### config.mk
export PLATFORM = sky130hd
export DESIGN_NAME = ttr_read_timing
export DESIGN_NICKNAME = d
export VERILOG_FILES = /design/src/include/ttr_pkg.sv /design/src/rtl/ttr_read_timing.sv
export SDC_FILE = /design/constraint.sdc
export NUM_CORES = 1
export LEC_CHECK = 0
export ABC_AREA = 1
export ABC_CLOCK_PERIOD_IN_PS = 4900
export BUFFER_PORTS_ARGS = -buffer_cell sky130_fd_sc_hd__buf_2
export CAP_MARGIN = 0
export CORE_ASPECT_RATIO = 1.5
export CORE_MARGIN = 8
export CORE_UTILIZATION = 45
export CTS_CLUSTER_DIAMETER = 100
export DETAILED_ROUTE_END_ITERATION = 16
export MAX_ROUTING_LAYER = met4
export PLACE_DENSITY = 0.66
export SLEW_MARGIN = 20
export SYNTH_ARGS = -nofsm -noshare
export SYNTH_HDL_FRONTEND = slang
export SYNTH_SLANG_ARGS = --single-unit
### constraint.sdc
create_clock -name CLOCK -period 4.9 [get_ports CLOCK]
set_input_delay 0.98 -clock CLOCK [delete_from_list [all_inputs] [get_ports CLOCK]]
set_output_delay 0.98 -clock CLOCK [all_outputs]
set_load 0.02 [all_outputs]
### src/include/ttr_pkg.sv
package ttr_pkg;

  // register map, one aligned word each
  localparam logic [31:0] ADDR_CTRL   = 32'h0000_0000;
  localparam logic [31:0] ADDR_STATUS = 32'h0000_0004;
  localparam logic [31:0] ADDR_CHARS  = 32'h0000_0008;

  // control word fields
  localparam int          CTRL_DIV_LSB  = 0;
  localparam int          CTRL_TEST_BIT = 8;
  localparam logic [7:0]  CTRL_DIV_RST  = 8'h10;
  localparam logic        CTRL_TEST_RST = 1'b0;

  // status word fields
  localparam int ST_GAP_BIT    = 0;
  localparam int ST_GATE_BIT   = 1;
  localparam int ST_SKEW_BIT   = 2;
  localparam int ST_DELAY_BIT  = 3;
  localparam int ST_GAPCNT_LSB = 8;

  // skew counter presets and close point
  localparam logic [4:0] SKEW_PRESET_TEST  = 5'h0B;
  localparam logic [4:0] SKEW_PRESET_WRITE = 5'h04;
  localparam logic [4:0] SKEW_PRESET_READ  = 5'h00;
  localparam logic [4:0] SKEW_CLOSE        = 5'h10;

  // gap counter marks
  localparam logic [7:0] GAP_FLAG_COUNT = 8'h20;
  localparam logic [7:0] GAP_ARM_COUNT  = 8'h20;

  // start-up delay terminal bit (count of 128)
  localparam int DELAY_DONE_BIT = 7;

  // last fast clock count of a character clock half period (16 fast clocks per half)
  localparam logic [4:0] CHAR_HALF_LAST = 5'h0F;

  // timing
  localparam int         CLK_PERIOD_NS    = 20;
  localparam int         SKEW_STRETCH_NS  = 10000;
  localparam logic [9:0] SKEW_STRETCH_CYC =
    10'((SKEW_STRETCH_NS + CLK_PERIOD_NS - 1) / CLK_PERIOD_NS);

  localparam logic [1:0] HTRANS_NONSEQ = 2'h2;

  typedef enum logic [3:0] {
    SK_IDLE   = 4'b0001,
    SK_OPEN   = 4'b0010,
    SK_XFER   = 4'b0100,
    SK_STROBE = 4'b1000
  } ttr_skew_state_t;

  typedef struct packed {
    logic busy;
    logic load_point;
    logic selected;
    logic run;
    logic write_ready;
    logic peak;
  } ttr_pins_t;

  typedef struct packed {
    logic [7:0] div_half;
    logic       test_mode;
  } ttr_ctrl_t;

endpackage

### src/rtl/ttr_read_timing.sv
// Chosen here: the address map and the AHB-Lite interface to the registers.
`timescale 1ns/1ns
// Notes on behaviour
// - produce a fast clock at 32x character rate and a character-rate clock.
// - both clocks divide the master clock by a software-selected ratio.
// - ORed channel peaks form the one character input, admitted while window open.
// - leading peak of a character starts the skew counter on the fast clock.
// - test mode presets the counter to 11; at 16 the window closes.
// - write ready without test mode presets to four, twelve counts tolerance.
// - read only gives sixteen counts, half a character.
// - window close raises the character transfer pulse.
// - next fast edge raises the read strobe for one fast period.
// - a peak after the window closed flags skew error, stretched indicator.
// - gap counter of two 4-bit stages on fast clock, cleared per character.
// - at count 32 the gap flag sets, only when selected and on line.
// - while the gap flag is set and the counter is not armed, characters do not clear the counter.
// - 256 plus 32 more counts arm the counter to clear on next character.
// - read gate needs not busy, not load point, selected, run, delay done.
// - normal run starts an 8-bit delay on character clock, done at 128.
// - at the terminal count the delay counter stops and holds.
// - rising normal run resets the delay counter to zero.
// - read gate enables channel output gates, off during ramp-up.
module ttr_read_timing (
  input  wire logic        CLOCK,
  input  wire logic        RESET,
  input  wire logic        HSEL,
  input  wire logic [31:0] HADDR,
  input  wire logic [1:0]  HTRANS,
  input  wire logic        HWRITE,
  input  wire logic [2:0]  HSIZE,
  input  wire logic [31:0] HWDATA,
  input  wire logic        HREADY,
  output logic      [31:0] HRDATA,
  output logic             HREADYOUT,
  output logic             HRESP,
  input  wire logic        PEAK_PULSE_OR,
  input  wire logic        WRITE_READY_FLAG,
  input  wire logic        TRANSPORT_BUSY_LINE,
  input  wire logic        LOAD_POINT_FLAG,
  input  wire logic        UNIT_SELECTED_ONLINE,
  input  wire logic        NORMAL_RUN_MOTION,
  output logic             FAST_BIT_CLOCK,
  output logic             CHAR_RATE_CLOCK,
  output logic             CHAR_TRANSFER,
  output logic             READ_CHAR_STROBE,
  output logic             SKEW_INDICATOR,
  output logic             GAP_DETECT,
  output logic             READ_GATE_ENABLE
);
  import ttr_pkg::*;

  ttr_pins_t       pin_meta;
  ttr_pins_t       pins;
  logic            peak_last;
  logic            run_last;
  logic            peak_evt;
  logic            run_rise;
  ttr_ctrl_t       ctrl;
  logic [7:0]      div_cnt;
  logic [7:0]      div_last;
  logic            fast_tick;
  logic            char_tick;
  logic [4:0]      char_phase;
  ttr_skew_state_t skew_state;
  logic [4:0]      skew_cnt;
  logic [4:0]      skew_preset;
  logic            data_char;
  logic            skew_err;
  logic            skew_sticky;
  logic [9:0]      stretch_cnt;
  logic [7:0]      gap_cnt;
  logic [7:0]      next_gap_cnt;
  logic            gap_passed;
  logic            gap_armed;
  logic            gap_flag;
  logic [7:0]      delay_cnt;
  logic            delay_done;
  logic [15:0]     char_count;
  logic [31:0]     addr_q;
  logic            wr_q;
  logic            rd_pend;
  logic            bus_take;
  logic            skew_clr;

  //////////////////////////////////////////////////////////////////////////////
  // pin synchronisers; edge detectors look only at the second stage

  always_ff @(posedge CLOCK) begin
    if (RESET) begin
      pin_meta  <= '0;
      pins      <= '0;
      peak_last <= 1'b0;
      run_last  <= 1'b0;
    end else begin
      pin_meta  <= '{busy: TRANSPORT_BUSY_LINE, load_point: LOAD_POINT_FLAG,
                     selected: UNIT_SELECTED_ONLINE, run: NORMAL_RUN_MOTION,
                     write_ready: WRITE_READY_FLAG, peak: PEAK_PULSE_OR};
      pins      <= pin_meta;
      peak_last <= pins.peak;
      run_last  <= pins.run;
    end
  end

  assign peak_evt = pins.peak & ~peak_last;
  assign run_rise = pins.run & ~run_last;

  //////////////////////////////////////////////////////////////////////////////
  // clock dividers; the clocks are outputs, inside we run on ticks

  assign div_last  = (ctrl.div_half == 8'h00) ? 8'h00 : ctrl.div_half - 8'h01;
  assign fast_tick = (div_cnt >= div_last) & ~FAST_BIT_CLOCK;
  assign char_tick = fast_tick & (char_phase == CHAR_HALF_LAST);

  always_ff @(posedge CLOCK) begin
    if (RESET) begin
      div_cnt        <= 8'h00;
      FAST_BIT_CLOCK <= 1'b0;
    end else if (div_cnt >= div_last) begin
      div_cnt        <= 8'h00;
      FAST_BIT_CLOCK <= ~FAST_BIT_CLOCK;
    end else begin
      div_cnt        <= div_cnt + 8'h01;
    end
  end

  always_ff @(posedge CLOCK) begin
    if (RESET) begin
      char_phase      <= 5'h00;
      CHAR_RATE_CLOCK <= 1'b0;
    end else if (fast_tick) begin
      char_phase      <= char_phase + 5'h01;
      CHAR_RATE_CLOCK <= char_phase[4] ^ (char_phase[3:0] == 4'hF);
    end
  end

  //////////////////////////////////////////////////////////////////////////////
  // skew window, transfer pulse and read strobe

  always_comb begin
    if (ctrl.test_mode) begin
      skew_preset = SKEW_PRESET_TEST;
    end else if (pins.write_ready) begin
      skew_preset = SKEW_PRESET_WRITE;
    end else begin
      skew_preset = SKEW_PRESET_READ;
    end
  end

  assign data_char = peak_evt & (skew_state == SK_IDLE);
  assign skew_err  = peak_evt & (skew_state != SK_IDLE) & (skew_state != SK_OPEN);

  always_ff @(posedge CLOCK) begin
    if (RESET) begin
      skew_state       <= SK_IDLE;
      skew_cnt         <= 5'h00;
      CHAR_TRANSFER    <= 1'b0;
      READ_CHAR_STROBE <= 1'b0;
    end else begin
      unique case (skew_state)
        SK_IDLE: begin
          if (data_char) begin
            skew_cnt   <= skew_preset;
            skew_state <= SK_OPEN;
          end
        end
        SK_OPEN: begin
          if (fast_tick) begin
            skew_cnt <= skew_cnt + 5'h01;
            if (skew_cnt + 5'h01 == SKEW_CLOSE) begin
              skew_state    <= SK_XFER;
              CHAR_TRANSFER <= 1'b1;
            end
          end
        end
        SK_XFER: begin
          if (fast_tick) begin
            skew_state       <= SK_STROBE;
            CHAR_TRANSFER    <= 1'b0;
            READ_CHAR_STROBE <= 1'b1;
          end
        end
        SK_STROBE: begin
          if (fast_tick) begin
            skew_state       <= SK_IDLE;
            READ_CHAR_STROBE <= 1'b0;
          end
        end
      endcase
    end
  end

  // stretched so that a lamp can show a single late peak
  always_ff @(posedge CLOCK) begin
    if (RESET) begin
      stretch_cnt    <= 10'h000;
      SKEW_INDICATOR <= 1'b0;
    end else if (skew_err) begin
      stretch_cnt    <= SKEW_STRETCH_CYC;
      SKEW_INDICATOR <= 1'b1;
    end else begin
      stretch_cnt    <= (stretch_cnt == 10'h000) ? 10'h000 : stretch_cnt - 10'h001;
      SKEW_INDICATOR <= stretch_cnt > 10'h001;
    end
  end

  // set wins over a software clear in the same cycle
  always_ff @(posedge CLOCK) begin
    if (RESET) begin
      skew_sticky <= 1'b0;
    end else begin
      skew_sticky <= skew_err | (skew_sticky & ~skew_clr);
    end
  end

  always_ff @(posedge CLOCK) begin
    if (RESET) begin
      char_count <= 16'h0000;
    end else if (fast_tick && skew_state == SK_XFER) begin
      char_count <= char_count + 16'h0001;
    end
  end

  //////////////////////////////////////////////////////////////////////////////
  // interrecord gap detection

  assign next_gap_cnt = gap_cnt + 8'h01;

  always_ff @(posedge CLOCK) begin
    if (RESET) begin
      gap_cnt    <= 8'h00;
      gap_passed <= 1'b0;
      gap_armed  <= 1'b0;
      gap_flag   <= 1'b0;
    end else if (!pins.selected) begin
      gap_flag   <= 1'b0;
      gap_armed  <= 1'b0;
      gap_passed <= 1'b0;
      if (data_char) begin
        gap_cnt <= 8'h00;
      end else if (fast_tick) begin
        gap_cnt <= next_gap_cnt;
      end
    end else if (data_char && (!gap_flag || gap_armed)) begin
      gap_cnt    <= 8'h00;
      gap_flag   <= 1'b0;
      gap_armed  <= 1'b0;
      gap_passed <= 1'b0;
    end else if (fast_tick && !gap_armed) begin
      gap_cnt <= next_gap_cnt;
      if (gap_cnt == 8'hFF && gap_flag) begin
        gap_passed <= 1'b1;
      end
      if (next_gap_cnt == GAP_FLAG_COUNT && !gap_flag) begin
        gap_flag <= 1'b1;
      end
      if (next_gap_cnt == GAP_ARM_COUNT && gap_passed) begin
        gap_armed <= 1'b1;
      end
    end
  end

  always_ff @(posedge CLOCK) begin
    if (RESET) begin
      GAP_DETECT <= 1'b0;
    end else begin
      GAP_DETECT <= gap_flag;
    end
  end

  //////////////////////////////////////////////////////////////////////////////
  // start-up delay and read gate

  assign delay_done = delay_cnt[DELAY_DONE_BIT];

  always_ff @(posedge CLOCK) begin
    if (RESET) begin
      delay_cnt <= 8'h00;
    end else if (run_rise) begin
      delay_cnt <= 8'h00;
    end else if (char_tick && pins.run && !delay_done) begin
      delay_cnt <= delay_cnt + 8'h01;
    end
  end

  // gate stays off through ramp-up so noise never reaches the outputs
  always_ff @(posedge CLOCK) begin
    if (RESET) begin
      READ_GATE_ENABLE <= 1'b0;
    end else begin
      READ_GATE_ENABLE <= ~pins.busy & ~pins.load_point & pins.selected
                          & pins.run & delay_done & ~run_rise;
    end
  end

  //////////////////////////////////////////////////////////////////////////////
  // AHB-Lite slave: writes zero wait, reads one wait state

  assign bus_take = HSEL & HREADY & HTRANS[1];
  assign skew_clr = wr_q & (addr_q == ADDR_STATUS) & HWDATA[ST_SKEW_BIT];

  function automatic logic [31:0] read_word(input logic [31:0] addr);
    logic [31:0] word;
    word = 32'h0000_0000;
    if (addr == ADDR_CTRL) begin
      word[CTRL_DIV_LSB +: 8] = ctrl.div_half;
      word[CTRL_TEST_BIT]     = ctrl.test_mode;
    end else if (addr == ADDR_STATUS) begin
      word[ST_GAP_BIT]          = gap_flag;
      word[ST_GATE_BIT]         = READ_GATE_ENABLE;
      word[ST_SKEW_BIT]         = skew_sticky;
      word[ST_DELAY_BIT]        = delay_done;
      word[ST_GAPCNT_LSB +: 8]  = gap_cnt;
    end else if (addr == ADDR_CHARS) begin
      word[15:0] = char_count;
    end
    return word;
  endfunction

  always_ff @(posedge CLOCK) begin
    if (RESET) begin
      addr_q    <= 32'h0000_0000;
      wr_q      <= 1'b0;
      rd_pend   <= 1'b0;
      HRDATA    <= 32'h0000_0000;
      HREADYOUT <= 1'b1;
      HRESP     <= 1'b0;
    end else begin
      HRESP <= 1'b0;
      if (rd_pend) begin
        HRDATA    <= read_word(addr_q);
        HREADYOUT <= 1'b1;
        rd_pend   <= 1'b0;
        wr_q      <= 1'b0;
      end else begin
        addr_q    <= {HADDR[31:2], 2'b00};
        wr_q      <= bus_take & HWRITE;
        rd_pend   <= bus_take & ~HWRITE;
        HREADYOUT <= ~(bus_take & ~HWRITE);
      end
    end
  end

  always_ff @(posedge CLOCK) begin
    if (RESET) begin
      ctrl <= '{div_half: CTRL_DIV_RST, test_mode: CTRL_TEST_RST};
    end else if (wr_q && addr_q == ADDR_CTRL) begin
      ctrl <= '{div_half: HWDATA[CTRL_DIV_LSB +: 8], test_mode: HWDATA[CTRL_TEST_BIT]};
    end
  end
endmodule

==> impl_results.md <==
- Nature of the critical path startpoint: flop
- Predominant post-synthesis flop cell: dfxtp_1
- Avg Cell Area, Syn: 7.121 sq um
- GRT Total Usage: 17.71%
- Worst path max stage delay: 0.38 ns
- Top delay family on crit path: simple AND/OR/NAND/NOR gates
- Worst slew pin tran: 1.047 ns
- Slew margin rel.: 30.04%
- Placed Cells incl. Taps: 1245
- Post-Route Setup TNS: 0 ns
- Post-Route Skew: 0.01358 ns
- GRT Residual Overflow: 0
- Register area: 0.002923 sq mm
- Routed Antenna Nets: 0
- Critical Path AT: 3.68 ns
- Maximum clock path buffer count: 2
- Flops & latches, synth: 146
- Setup violators final: 0
- Most frequent cells in the layout: 229 x nand2_1, 146 x dfxtp_1, 120 x nor2_1
- Pint: 2146 uW
- Maxcap violations: 0
- GPL Wtd Cong: 0.8677
- Crit path time final: 3.350 ns
- Die width: 118.4 um
- Power share of the clock group: 43.9%
- Clock latency at the later pin of the worst-skew pair: 0.43 ns
- CTS tree: done
- Hold crit path type: reg -> reg
- Tcrit/Tclk final: 68.37%
- DRT Wirelength: 16600 um
- Sink Count: 146
- Area Overhead vs Synth: 14.46%
- Vias per cell: 4.915
- CP Cell Sequence: inv_1, ha_1, nand2_1, nor3_1, inv_1, nor3_1, inv_1, o21ai_0, ha_1, nand2_1, nor2_1, nor2_1, nand2_1, nand2_4, nand2_8, nand3_4, inv_2, nand3_1, nand2_1, nor2_1
- Peak supply drop: 220.8 uV
- P_sw: 794.6 uW
- WS Path Type: reg -> reg
- Core area: 0.01555 sq mm
- WL/cell: 13.01 um
- CP bufs+invs: 4
- First-pass GRT wire length: 27970 um
- Multi-input combinational cell area: 0.003522 sq mm
- Synth Instances: 994
- Sequential share of power: 44.4%
- Io pins: 121
- CTS buffer count: 17
- Sw Share: 27.02%
- IO buf count: 74
- Final hold vios: 0
- DR vias: 6271
- Setup crit end kind: flop
- 1st-iter DRT viols: 375
- Pre-CTS WS: 1.582 ns
- Root Driver: clkbuf_16
- Count of cell types in the netlist: 43
- Fillcell total: 1581
- Asr flop ratio synth: 0%
- Initial antenna violation count: 0
- Post-CTS Setup Repair Bufs: 0
- CP max FO: 21
- CTS Hold Bufs: 0
- CTS H-tree depth: 4
- Highest-delay cell along the critical path: nor3_1
- Vias in the first global route: 6147
- Initial DRT Pass Iterations: 4
- Status: finished, final reports clean
- Final worst slack: 1.550 ns
- Final Max Slew Viols: 0
- Gate power share: 11.7%
- Achievable Freq: 298.5 MHz
- CP dominant cell by count: nand2_1
- RSZ-0062 raised after global routing: no
- Crit path required time: 5.23 ns
- Starting density of the core: 45.50%
- Ant diodes: 0
- Synthesis Warnings: 0
- Clock slew at reported path FFs: 0.06 ns
- Die area: 0.02008 sq mm
- Nets: 1160
- Number of synthesized flops with an enable pin: 0
- Most common cell after layout, fill and taps aside: nand2_1
- Cell Pwr Density: 363.0 mW/mm^2
- Largest net degree at the start of global routing: 49
- Post-CTS sizing: 0
- DIE HEIGHT: 169.6 um
- Layout cells sized above 1: 12.86%
- Site Rows: 56
- Final std cells w/o fill: 1276
- Lkg Pwr: 0.003601 uW
- HPWL Detailed: 12010 um
- Cell Area, Synth: 0.007078 sq mm
- DRC errors left: 0
- Sequential-to-total area share from yosys stat: 41.29%
==> cells in the mapped netlist, types with 2 or more instances <==
master	count	area share (%)
o21ai_2	2	0.25
nor3_2	2	0.28
nand2_4	3	0.48
xor2_1	23	2.8
buf_2	4	0.28
nand3_1	109	7.7
dfxtp_1	146	41
nor2_2	5	0.44
or2_2	4	0.35
inv_1	111	5.9
nand2_2	2	0.18
a21oi_1	65	4.6
nand4_1	11	0.97
nand3_4	2	0.49
clkbuf_1	14	0.74
nand3b_1	6	0.64
inv_2	3	0.16
buf_1	2	0.11
o21ai_1	7	0.49
xnor2_1	13	1.6
nor3_1	9	0.64
o21ai_0	41	2.9
ha_1	19	3.4
nand2_1	229	12
nor4_1	2	0.18
nor2_1	121	6.4
buf_6	2	0.32
buf_4	22	2.3
==> through the flow <==
stage / hold WS [ns] / power [uW] / utilization (%) / area (sq um)
2_1_floorplan: 0.3724 / 1600 / - / 7138
3_3_place_gp: 0.3792 / 1671 / 48.34 / 7520
3_5_place_dp: 0.3861 / 1677 / 48.34 / 7520
4_1_cts: 0.3976 / 2965 / 52.08 / 8102
5_1_grt: 0.4152 / 3084 / 52.08 / 8102
6_report: 0.3988 / 2941 / 52.08 / 8102
==> cells by family after synthesis <==
logic type | count (synthesis) | synth area share [%]
buffers and inverters | 159 | 9.899
other | 1 | 0.05298
and+or+nand+nor | 512 | 32.05
xor gates and xnor gates | 36 | 4.455
AOI/OAI and AO/OA | 121 | 8.892
DFF | 146 | 41.29
adders and majority gates | 19 | 3.359
==> power by group through the flow <==
stage	sequential [uW]	combinational, uW	clock (uW)
floorplan	1330	274	0
global placement	1330	341	0
detailed placement	1330	346	0
CTS	1310	349	1310
global route	1310	401	1370
finish	1310	345	1290
==> area by class of cell <==
class / count / share of cell area, %
well taps: 203 / 3.135
clock buffers: 18 / 5.297
clock inverters: 13 / 1.884
flip-flops and latches: 146 / 36.08
multi-input cells: 705 / 43.47
inverters: 114 / 5.282
repair buffers: 77 / 4.849
==> per-layer routing <==
| metal | up-vias | GRT usage, % | share of wire, % |
|---|---|---|---|
| met5 | - | - | 0 |
| met4 | 0 | 8.338 | 2.5 |
| met3 | 32 | 4.496 | 4.7 |
| met2 | 124 | 31.52 | 51 |
| met1 | 2840 | 17.90 | 42 |
| li1 | 3275 | - | - |
==> worst paths after layout <==
check                       startpoint                     endpoint  slack (ns)  cells past startpoint
setup / recovery  ctrl[1]$_SDFFE_PP0P_   char_count[2]$_SDFFE_PP0P_        1.55                     20
hold / removal      pins[5]$_SDFF_PP0_  READ_GATE_ENABLE$_SDFF_PP0_        0.40                      1
setup reg to reg  ctrl[1]$_SDFFE_PP0P_   char_count[2]$_SDFFE_PP0P_        1.55                     20
hold reg to reg     pins[5]$_SDFF_PP0_  READ_GATE_ENABLE$_SDFF_PP0_        0.40                      1
==> registers in the layout (all words and copies together), names as in the netlist, 4 cells and up <==
register     count
HRDATA          16
skew_cnt         5
addr_q          30
div_cnt          8
delay_cnt        8
pins             6
skew_state       4
gap_cnt          8
char_phase       4
ctrl             9
char_count      16
stretch_cnt     10
pin_meta         6
Power figures use the tool's default switching activity.
